$ cat config.mk
export PLATFORM = sky130hd
export DESIGN_NAME = wdcm_top
export DESIGN_NICKNAME = d
export VERILOG_FILES = /design/src/wdcm_pkg.sv /design/src/wdcm_top.sv
export SDC_FILE = /design/constraint.sdc
export NUM_CORES = 1
export LEC_CHECK = 0
export ABC_AREA = 1
export BUFFER_PORTS_ARGS = -buffer_cell sky130_fd_sc_hd__buf_2
export CAP_MARGIN = 20
export CORE_UTILIZATION = 60
export DETAILED_ROUTE_END_ITERATION = 10
export PLACE_DENSITY_LB_ADDON = 0.05
export RECOVER_POWER = 50
export SYNTH_ARGS = -nofsm -noshare
export SYNTH_HDL_FRONTEND = slang
export SYNTH_SLANG_ARGS = --single-unit
$ cat constraint.sdc
create_clock -name mclk -period 2.92 [get_ports mclk]
set_clock_uncertainty 0.2 [all_clocks]
set_input_delay 0.292 -clock mclk [delete_from_list [all_inputs] [get_ports mclk]]
set_output_delay 0.292 -clock mclk [all_outputs]
set_load 0.01 [all_outputs]
$ cat src/wdcm_pkg.sv
// Constants, field layout and carrier types of the windowed watchdog with clock monitor
package wdcm_pkg;

  // Register byte addresses
  localparam logic [7:0] WDCM_OFS_SVC = 8'h00;
  localparam logic [7:0] WDCM_OFS_OPT = 8'h04;
  localparam logic [7:0] WDCM_OFS_STAT = 8'h08;

  // Service register field positions
  localparam int WDCM_SVC_WIN_HI = 7;
  localparam int WDCM_SVC_WIN_LO = 6;
  localparam int WDCM_SVC_KEY_HI = 5;
  localparam int WDCM_SVC_KEY_LO = 1;
  localparam int WDCM_SVC_CM_BIT = 0;
  localparam logic [4:0] WDCM_KEY_VAL = 5'h0c;

  // Values after reset: widest window, clock monitor on
  localparam logic [1:0] WDCM_WIN_RST = 2'h3;
  localparam logic WDCM_CM_RST = 1'b1;

  // Option configuration register bit positions and reset value
  localparam int WDCM_OPT_WD_DIS = 2;
  localparam int WDCM_OPT_RC_OSC = 3;
  localparam int WDCM_OPT_DLY = 4;
  localparam logic [4:0] WDCM_OPT_RST = 5'h00;

  // Window timing in instruction cycles
  localparam int WDCM_CNT_W = 17;
  localparam logic [16:0] WDCM_LOWER_CYC = 17'h00100;
  localparam logic [16:0] WDCM_UPPER_BASE = 17'h02000;
  localparam logic [4:0] WDCM_HOLD_CYC = 5'h10;

  // Clock monitor: gap between instruction cycles that counts as a dead clock
  localparam int WDCM_CLK_MHZ = 25;
  localparam int WDCM_CM_LIMIT_US = 1000;
  localparam int WDCM_CM_LIMIT_CYC = WDCM_CM_LIMIT_US * WDCM_CLK_MHZ;
  localparam int WDCM_GAP_W = 24;

  // Fault pin sequencer states
  typedef enum logic [1:0] {
    WDCM_IDLE,
    WDCM_PULL,
    WDCM_HOLD,
    WDCM_REL
  } wdcm_state_t;

  // Service register contents
  typedef struct packed {
    logic [1:0] win;
    logic [4:0] key;
    logic cm;
  } wdcm_svc_t;

  // Upper service limit for a window select code
  function automatic logic [16:0] wdcm_upper(input logic [1:0] win);
    wdcm_upper = WDCM_UPPER_BASE << win;
  endfunction

endpackage

$ cat src/wdcm_top.sv
// Windowed watchdog with clock-failure monitor and open-drain fault output
//
// Overview of operation
// - Service register: window select bits 7:6, key bits 5:1, monitor select bit 0.
// - Every service write must carry key pattern 01100 in bits 5:1.
// - Services closer than 256 instruction cycles count as early.
// - Window select 00/01/10/11 gives upper limit 8k/16k/32k/64k cycles.
// - Monitor select bit 0 disables, 1 enables the clock monitor.
// - Watchdog works only when option bit 2 is zero; then it owns the pin.
// - Reset holds watchdog and clock monitor inactive, no error reported.
// - After reset: widest window selected, clock monitor enabled.
// - First write after reset with correct key locks window and monitor enable.
// - Later writes are compared with locked fields and key, never stored.
// - Full match restarts the window; any field mismatch raises a watchdog error.
// - No service before the upper limit raises a watchdog error.
// - A service earlier than the lower limit raises an error; the first write after reset is not checked for this.
// - The configuring first write is also a service and restarts timing.
// - Fault output is active low, released to pull-up, never driven high.
// - On trigger drive low, then 16 to 32 cycles after sensed low release.
// - When the released pin reads high again the window restarts.
// - Service writes while the pin is low are ignored completely.
// - If the pin starts low, the watchdog times out and releases it.
// - Monitor error holds pin low; release 16 to 32 cycles after recovery.
// - Never reject 10 kHz or faster; always reject slower than 10 Hz.
// - Reading the service register shows zero in the key field.
// - Watchdog frozen in both sleep modes; clock monitor stays active.
// - Leaving light sleep performs a hardware service.
// - After full stop resume count only with R/C oscillator and delay bit clear.
//
// Our own choices: the APB register port and the register offsets.
`timescale 1ns/1ps
`default_nettype none

module wdcm_top
  import wdcm_pkg::*;
#(
  parameter int CM_LIMIT_CYC = WDCM_CM_LIMIT_CYC
) (
  // Clock and reset
  input wire logic mclk,
  input wire logic sys_rst,
  // APB slave
  input wire logic psel,
  input wire logic penable,
  input wire logic pwrite,
  input wire logic [7:0] paddr,
  input wire logic [31:0] pwdata,
  output logic [31:0] prdata,
  output logic pready,
  output logic pslverr,
  // Core timing and power modes
  input wire logic icyc_en,
  input wire logic full_stop_mode,
  input wire logic light_sleep_mode,
  // Fault pin, open drain
  input wire logic fault_output_pin_i,
  output logic fault_output_pin_o,
  output logic fault_output_pin_oe
);

  wdcm_state_t state_reg;
  wdcm_svc_t svc_reg;
  logic locked_reg;
  logic [4:0] opt_reg;
  logic [16:0] cnt_reg;
  logic [4:0] hold_reg;
  logic [23:0] gap_reg;
  logic cm_err_reg;
  logic light_d_reg;
  logic stop_d_reg;
  logic [31:0] prdata_reg;
  logic pready_reg;
  logic pslverr_reg;
  logic oe_reg;

  logic access;
  logic mapped;
  logic wr_svc;
  logic svc_take;
  logic key_ok;
  logic all_ok;
  logic early;
  logic wd_on;
  logic wd_run;
  logic timeout;
  logic restart;
  logic svc_err;
  logic wd_trip;
  logic stop_exit;
  logic light_exit;
  logic [16:0] upper;
  wdcm_svc_t wr_fields;

  // APB access phase, one wait state so every answer comes from a flop
  assign access = psel & penable & ~pready_reg;
  assign mapped = (paddr == WDCM_OFS_SVC) | (paddr == WDCM_OFS_OPT) | (paddr == WDCM_OFS_STAT);
  // Write commits on the edge where pready is seen high
  assign wr_svc = psel & penable & pready_reg & pwrite & (paddr == WDCM_OFS_SVC);

  assign wr_fields = wdcm_svc_t'(pwdata[7:0]);
  assign key_ok = (wr_fields.key == WDCM_KEY_VAL);
  assign all_ok = key_ok & (wr_fields.win == svc_reg.win) & (wr_fields.cm == svc_reg.cm);
  // lower limit
  // The 256-cycle figure is used; the larger lower figure beside the windows is not
  assign early = (cnt_reg < WDCM_LOWER_CYC);

  // option bit gates the whole watchdog
  assign wd_on = ~opt_reg[WDCM_OPT_WD_DIS];
  assign wd_run = wd_on & (state_reg == WDCM_IDLE) & ~full_stop_mode & ~light_sleep_mode;
  // pin low or sequencer busy: write ignored
  assign svc_take = wr_svc & wd_on & (state_reg == WDCM_IDLE) & fault_output_pin_i;

  assign upper = wdcm_upper(svc_reg.win);
  assign timeout = wd_run & icyc_en & (cnt_reg == upper - 17'h00001);

  // mismatch or early service is an error
  assign svc_err = svc_take & (locked_reg ? (~all_ok | early) : ~key_ok);
  assign wd_trip = svc_err | timeout;

  // falling edge of light sleep is a hardware service
  assign light_exit = light_d_reg & ~light_sleep_mode;
  assign stop_exit = stop_d_reg & ~full_stop_mode;

  // restart sources for the window counter
  assign restart = (svc_take & ~svc_err) | light_exit
    | (stop_exit & ~(opt_reg[WDCM_OPT_RC_OSC] & ~opt_reg[WDCM_OPT_DLY]));

  // APB handshake and error answer for unmapped addresses
  always_ff @(posedge mclk) begin
    if (sys_rst) begin
      pready_reg <= 1'b0;
      pslverr_reg <= 1'b0;
    end else begin
      pready_reg <= access;
      pslverr_reg <= access & ~mapped;
    end
  end

  // Read data, captured as pready rises
  always_ff @(posedge mclk) begin
    if (sys_rst) begin
      prdata_reg <= 32'h00000000;
    end else if (access & ~pwrite) begin
      prdata_reg <= 32'h00000000;
      unique case (paddr)
        WDCM_OFS_SVC: prdata_reg[7:0] <= {svc_reg.win, 5'h00, svc_reg.cm};
        WDCM_OFS_OPT: prdata_reg[4:0] <= opt_reg;
        WDCM_OFS_STAT: prdata_reg <= {8'h00, cnt_reg, 2'h0, state_reg, cm_err_reg,
          oe_reg, locked_reg};
        default: prdata_reg <= 32'h00000000;
      endcase
    end
  end

  // Option configuration register, freely writable
  always_ff @(posedge mclk) begin
    if (sys_rst) begin
      opt_reg <= WDCM_OPT_RST;
    end else if (psel & penable & pready_reg & pwrite & (paddr == WDCM_OFS_OPT)) begin
      opt_reg <= pwdata[4:0];
    end
  end

  // Service register and lock
  always_ff @(posedge mclk) begin
    if (sys_rst) begin
      svc_reg <= '{win: WDCM_WIN_RST, key: 5'h00, cm: WDCM_CM_RST};
      locked_reg <= 1'b0;
    end else if (svc_take & ~locked_reg & key_ok) begin
      // one-time load of window and monitor enable
      svc_reg <= '{win: wr_fields.win, key: 5'h00, cm: wr_fields.cm};
      locked_reg <= 1'b1;
    end
  end

  // Sleep-mode edge detectors
  always_ff @(posedge mclk) begin
    if (sys_rst) begin
      light_d_reg <= 1'b0;
      stop_d_reg <= 1'b0;
    end else begin
      light_d_reg <= light_sleep_mode;
      stop_d_reg <= full_stop_mode;
    end
  end

  // Window counter in instruction cycles; frozen while faulted or asleep
  always_ff @(posedge mclk) begin
    if (sys_rst) begin
      cnt_reg <= 17'h00000;
    end else if (restart | (state_reg == WDCM_REL & fault_output_pin_i)) begin
      // restart once the pin is high again
      cnt_reg <= 17'h00000;
    end else if (wd_run & icyc_en & ~timeout) begin
      cnt_reg <= cnt_reg + 17'h00001;
    end
  end

  // Clock monitor: mclk cycles since the last instruction cycle
  // A stopped core clock still shows here, since mclk is the reference
  always_ff @(posedge mclk) begin
    if (sys_rst) begin
      gap_reg <= 24'h000000;
      cm_err_reg <= 1'b0;
    end else begin
      if (icyc_en) begin
        gap_reg <= 24'h000000;
      end else if (gap_reg != 24'hffffff) begin
        gap_reg <= gap_reg + 24'h000001;
      end
      // limit sits between 100 us and 100 ms
      cm_err_reg <= wd_on & svc_reg.cm & ~icyc_en & (gap_reg >= CM_LIMIT_CYC[23:0]);
    end
  end

  // Fault pin sequencer
  always_ff @(posedge mclk) begin
    if (sys_rst) begin
      state_reg <= WDCM_IDLE;
      hold_reg <= 5'h00;
      oe_reg <= 1'b0;
    end else begin
      unique case (state_reg)
        WDCM_IDLE: begin
          // either source pulls the shared pin
          if (wd_trip | cm_err_reg) begin
            state_reg <= WDCM_PULL;
            oe_reg <= 1'b1;
          end
        end
        WDCM_PULL: begin
          // hold count starts once the pin reads low
          hold_reg <= 5'h00;
          if (~fault_output_pin_i) begin
            state_reg <= WDCM_HOLD;
          end
        end
        WDCM_HOLD: begin
          if (cm_err_reg) begin
            // stay low while the clock is bad
            hold_reg <= 5'h00;
          end else if (icyc_en) begin
            if (hold_reg == WDCM_HOLD_CYC - 5'h01) begin
              state_reg <= WDCM_REL;
              oe_reg <= 1'b0;
            end else begin
              hold_reg <= hold_reg + 5'h01;
            end
          end
        end
        WDCM_REL: begin
          // a pin held low outside waits here for its rise
          if (fault_output_pin_i) begin
            state_reg <= WDCM_IDLE;
          end
        end
      endcase
    end
  end

  // only ever drives low; high comes from the pull-up
  always_ff @(posedge mclk) begin
    fault_output_pin_o <= 1'b0;
  end

  assign fault_output_pin_oe = oe_reg;
  assign prdata = prdata_reg;
  assign pready = pready_reg;
  assign pslverr = pslverr_reg;
endmodule // wdcm_top

`default_nettype wire
==> results.txt, run 1 <==
status: finished clean
Setup CP Type: in2reg
Max Clk Rate: 0.446 GHz
setup_tns: 0 ns
Fin. Hold Viols: 0
Antenna diodes: 0
Syn Area/Cell: 6.80 sq um
core area: 0.00737 sq mm
Max-cap violations: 0
Antenna Violating Nets Remaining: 0
CTS tree: built
DIE AREA: 0.00812 sq mm
Die W: 90.1 microns
cell area after synthesis: 0.00466 sq mm
CTS H-tree depth: 3
Pwr per Cell Area: 521 mW/mm^2
top cell family by delay on the critical path: buffers and inverters
via count: 4334
Placer Congestion: 0.903
Ys Warns: 0
setup ws final: 0.677 ns
commonest non-fill, non-tap cell in the layout: nand2_1
Clock Sink Count: 86
Startpoint Class: input port
clock power share: 37.8%
1st-iter DRT viols: 247
GRT Total Usage: 27.0%
largest cells by area after synthesis: dfxtp_1, nand2_1, inv_1
DR vias/cell: 5.18
Layout area overhead: 10.3%
fin nets: 793
Worst path max stage delay: 1.04 ns
critical path's slowest cell: clkbuf_1
post-synthesis sequential area ratio: 37.0%
WL final: 10.5 mm
io pins: 85
number of flip-flops in the largest register: 24
most frequent cells in the layout: nand2_1, inv_1, dfxtp_1
critical-path maximum fanout: 35
largest net degree at the start of global routing: 36
Die H: 90.1 microns
vias in the first global route: 4050
TritonCTS Buffers: 9
combinational power share: 15.8%
Gate Count Post-Synth: 685
HPWL after DPL: 7.64 mm
pre-CTS setup slack: 0.754 ns
Net Sw Frac: 27.6%
Post-route DRC: 0
initial antenna violation count: 0
Flop pwr share: 46.4%
DRT Pass-1 Iters: 5
post-synth top area share: 37.0%
clock slew at reported path FFs: 0.08 ns
GR Overflow Total: 0
fin. max-slew vios: 0
Wirelength per Cell: 12.5 microns
Clock Latency Late Sink: 0.36 ns
slew margin rel.: 3.07%
worst endpoint required time: 2.96 ns
kind of end point of the critical path: flip-flop
Tcrit/Tclk final: 76.8%
std cell rows: 31
Leak Pwr: 0.00211 uW
P_int: 1940 uW
global-route wire length before repair: 17.9 mm
Clock Tree Buf Depth: 2
initial core utilization: 63.2%
CP bufs+invs: 3
Port Buffers: 50
RSZ-0062 raised after global routing: no
Psw: 739 uW
post-layout min period: 2.24 ns
Critical Path, Cell by Cell: clkbuf_1 > nor2_1 > clkbuf_1 > inv_1 > nor3_1
Synth area leader: dfxtp_1
layout cells sized above 1: 8.94%
Seq cells post-synth: 86
unique cell type count in the Yosys netlist: 39
Setup violations, final: 0
Crit path arrival time: 2.28 ns
hold crit path type: in2reg
cell mode on critical path: clkbuf_1
VDD IR max: 0.390 mV
actual slew at the worst max-slew pin: 1.45 ns
Root Driver: clkbuf_8
==> through the flow <==
step	instance area, sq um	power [uW]	util (%)	std cells	hold WS [ns]
after floorplan	4690	1600	-	694	0.217
after global placement	4900	1670	66.5	819	0.249
after detailed placement	4900	1690	66.5	819	0.253
after CTS	5180	2690	70.3	837	0.00176
after global routing	5140	2810	69.7	837	0.0255
final	5140	2680	69.7	837	0.00886
==> path summary, 6_finish.rpt <==
path,depth (start not counted),from,to,slack (ns)
hold / removal,3,full_stop_mode,stop_d_reg$_SDFF_PP0_,0.009
hold reg to reg,2,prdata[6]$_SDFFE_PP0P_,prdata[6]$_SDFFE_PP0P_,0.27
setup reg to reg,6,pready$_SDFF_PP0_,prdata[6]$_SDFFE_PP0P_,0.74
setup / recovery,5,sys_rst,gap_reg[16]$_SDFFE_PP0P_,0.68
==> tightest hold or removal path, stage by stage <==
cell    delay [ns]
buf_2         0.12
inv_1         0.07
nor2_1        0.04
==> Yosys cell counts <==
cell type	n
a211oi_1	2
a21oi_1	44
a221oi_1	1
a22o_1	1
a31oi_1	4
and2_1	2
buf_2	4
buf_4	12
buf_6	3
buf_8	1
clkbuf_1	7
clkinv_2	1
conb_1	1
dfxtp_1	86
ha_1	10
inv_1	93
inv_2	2
inv_4	1
nand2_1	171
nand2_2	2
nand2_4	1
nand3_1	38
nand3_2	3
nand3b_1	1
nand4_1	13
nor2_1	81
nor2_2	7
nor2_4	2
nor3_1	16
nor4_1	6
o2111ai_2	1
o211ai_1	4
o21ai_0	23
o21ai_2	2
o22ai_1	2
o311ai_0	1
or2_2	5
xnor2_1	14
xor2_1	17
==> routing by layer <==
layer | up-vias | wire [microns] | GRT usage, %
met5 | - | 0 | 0
met4 | 0 | 225 | 10.6
met3 | 22 | 583 | 3.64
met2 | 140 | 4940 | 46.3
met1 | 1927 | 4700 | 34.2
li1 | 2245 | - | -
==> cell type report <==
| cell class | count | area, sq um |
|---|---|---|
| multi-input cells | 484 | 2420 |
| fillers | 670 | 2230 |
| flip-flops and latches | 86 | 1720 |
| inverters | 97 | 368 |
| repair buffers | 56 | 262 |
| clock buffers | 10 | 138 |
| well taps | 99 | 124 |
| clock inverters | 5 | 106 |
==> power groups by stage <==
stage | sequential [uW] | combinational [uW] | clock (uW)
finish | 1240 | 422 | 1010
global route | 1250 | 487 | 1080
CTS | 1240 | 422 | 1030
detailed placement | 1270 | 415 | 0
global placement | 1270 | 401 | 0
floorplan | 1270 | 330 | 0
==> cell families after synthesis <==
family	after synthesis	share of synthesized area (%)
buf+inv	124	11.9
simple gates	348	32.3
flops	86	37.0
fa+ha+maj	10	2.69
compound gates	85	10.2
xor+xnor	31	5.83
other cells	1	0.0805
==> repair_timing <==
action	in CTS	in global routing
gates resized for setup	0	0
setup endpoints to repair	0	0
buffers inserted	0	0
hold endpoints to repair	3	0
hold buffers	3	0
Power figures use the tool's default switching activity.
==> inputs of run 2 (changes only) <==
- ABC_AREA: 1 -> 0
- CORE_UTILIZATION: 60 -> 55
- clock period: 2.92 -> 2.2 ns (I/O delays scaled with it)
==> results.txt, run 2 <==
number of flip-flops in the largest register: 24
worst endpoint required time: 2.29 ns
Root Driver: clkbuf_8
worst reg2reg path startpoint: state_reg[1]$_SDFFE_PP0P_
Post-route DRC: 0
GRT Total Usage: 25.8%
critical-path maximum fanout: 4
unique cell type count in the Yosys netlist: 57
fin. max-slew vios: 0
Synth area leader: dfxtp_1
initial core utilization: 58.1%
global-route wire length before repair: 17.3 mm
Crit path arrival time: 2.33 ns
CTS H-tree depth: 3
post-synth top area share: 40.0%
Crit Reg-Reg Endpoint: cnt_reg[15]$_SDFFE_PP0P_
WHS: 0.0346 ns
1st-iter DRT viols: 103
Fin. Hold Viols: 0
TritonCTS Buffers: 9
ys async rst share: 0%
post-route cell area: 0.00543 sq mm
largest cells by area after synthesis: dfxtp_1, nor2_1, a22oi_1
post-synthesis sequential area ratio: 40.0%
setup_tns: -0.0629 ns
most frequent cells in the layout: dfxtp_1, nor2_1, buf_4
initial antenna violation count: 0
Leak Pwr: 0.00211 uW
status: finished with violations
Ys Warns: 0
WL final: 10.4 mm
Inst Count DP: 674
clock slew at reported path FFs: 0.08 ns
number of synthesized flops with an enable pin: 0
commonest non-fill, non-tap cell in the layout: dfxtp_1
hold crit path type: in2reg
failing checks: negative setup slack
post-layout min period: 2.25 ns
Wirelength per Cell: 14.7 microns
post-route insts no fill: 708
dpl cell area: 0.00493 sq mm
FILL cells: 591
GR Overflow Total: 0
HPWL after DPL: 7.29 mm
Antenna Violating Nets Remaining: 0
Max-cap violations: 0
largest net degree at the start of global routing: 32
setup ws final: -0.0485 ns
Layout area overhead: 26.1%
Die W: 90.5 microns
cell area after synthesis: 0.00431 sq mm
core area: 0.00741 sq mm
most frequent cell after synthesis: dfxtp_1
worst reg2reg path depth: 10
Setup violations, final: 2
std cell rows: 31
Clock Tree Buf Depth: 2
kind of end point of the critical path: flip-flop
Clock Latency Late Sink: 0.36 ns
DRT Pass-1 Iters: 4
layout cells sized above 1: 25.6%
Clock Sink Count: 86
RSZ-0062 raised after global routing: yes
DR vias/cell: 5.69
fin nets: 664
fin util: 73.3%
Startpoint Class: flip-flop
via count: 4031
Setup CP Type: reg2reg
vias in the first global route: 3770
Pwr per Cell Area: 636 mW/mm^2
Tcrit/Tclk final: 102%
Syn Area/Cell: 8.59 sq um
DIE AREA: 0.00819 sq mm
Port Buffers: 50
Seq cells post-synth: 86
Max Clk Rate: 0.445 GHz
io pins: 85
synth cell count leaders: dfxtp_1, nor2_1, nand2_1
Antenna diodes: 0
FF-to-FF setup slack: -0.05 ns
Die H: 90.5 microns
VDD IR max: 0.501 mV
Placer Congestion: 0.852
CTS tree: built
ys flop type: dfxtp_1
Gate Count Post-Synth: 501
Setup crit end: cnt_reg[15]$_SDFFE_PP0P_
CP startpoint: state_reg[1]$_SDFFE_PP0P_
[run 2: worst min path at each step]
stage,cells after the start,to,slack (ns),startpoint
floorplan,1,light_d_reg$_SDFF_PP0_,0.15,light_sleep_mode
global placement,2,prdata[6]$_SDFFE_PP0P_,0.24,prdata[6]$_SDFFE_PP0P_
detailed placement,2,prdata[6]$_SDFFE_PP0P_,0.25,prdata[6]$_SDFFE_PP0P_
CTS,2,locked_reg$_SDFFE_PP0P_,0.02,sys_rst
global route,4,svc_reg[7]$_SDFFE_PP1P_,0.05,pwdata[7]
finish,4,svc_reg[7]$_SDFFE_PP1P_,0.03,pwdata[7]
[run 2: cells by family (layout without fill, tap and decap cells)]
logic type      count (synthesis)  after routing  synth area share (%)
mux                            12             12                  2.79
other cells                     1             10                0.0871
simple gates                  203            203                  25.4
xor+xnor                       19             19                  3.87
fa+ha+maj                      10             10                  2.91
compound gates                120            120                  19.2
buf+inv                        50            149                  5.70
flops                          86             86                  40.0
[run 2: critical path, cell delays in order, from the launching register on]
cell	delay [ns]
dfxtp_2	0.33
inv_2	0.07
ha_4	0.13
nor4b_4	0.22
buf_4	0.17
buf_6	0.08
and2_4	0.13
nand4_1	0.11
buf_4	0.19
or4_1	0.41
a21oi_1	0.13
[run 2: power breakdown]
| part | internal [uW] | switching (uW) |
|---|---|---|
| Clock | 778 | 543 |
| Sequential | 1590 | 26.0 |
| Combinational | 259 | 251 |
[run 2: cell type report]
class	instances	area, sq um	share of cell area, %
Multi-Input combinational cell	374	2460	45.4
Sequential cell	86	1730	31.9
Timing Repair Buffer	118	816	15.0
Clock buffer	11	141	2.60
Tap cell	99	124	2.28
Clock inverter	4	95.1	1.75
Inverter	16	60.1	1.11
[run 2: metrics by stage]
| step | setup slack (ns) | power [uW] |
|---|---|---|
| floorplan | 0.0123 | 1920 |
| global placement | -0.116 | 2060 |
| detailed placement | -0.167 | 2070 |
| CTS | -0.0315 | 3450 |
| global route | -0.114 | 3600 |
| finish | -0.0485 | 3450 |
[run 2: repair_timing]
action                                 in CTS  in global routing
setup endpoints to repair                  10                 17
hold buffers                               11                  0
buffers inserted                            4                  4
endpoints found under the hold margin       9                  0
gates cloned                                0                  0
gates resized for setup                    11                 15
pin swaps                                   5                  5
[run 2: per-layer routing]
layer / part of all wire (%) / track usage [%] / wire length (microns) / vias up
li1: - / - / - / 2023
met3: 3.0 / 6.06 / 309 / 24
met1: 45 / 31.9 / 4680 / 1905
met2: 50 / 43.5 / 5180 / 79
met4: 2.2 / 9.27 / 230 / 0
met5: 0 / 0 / 0 / -
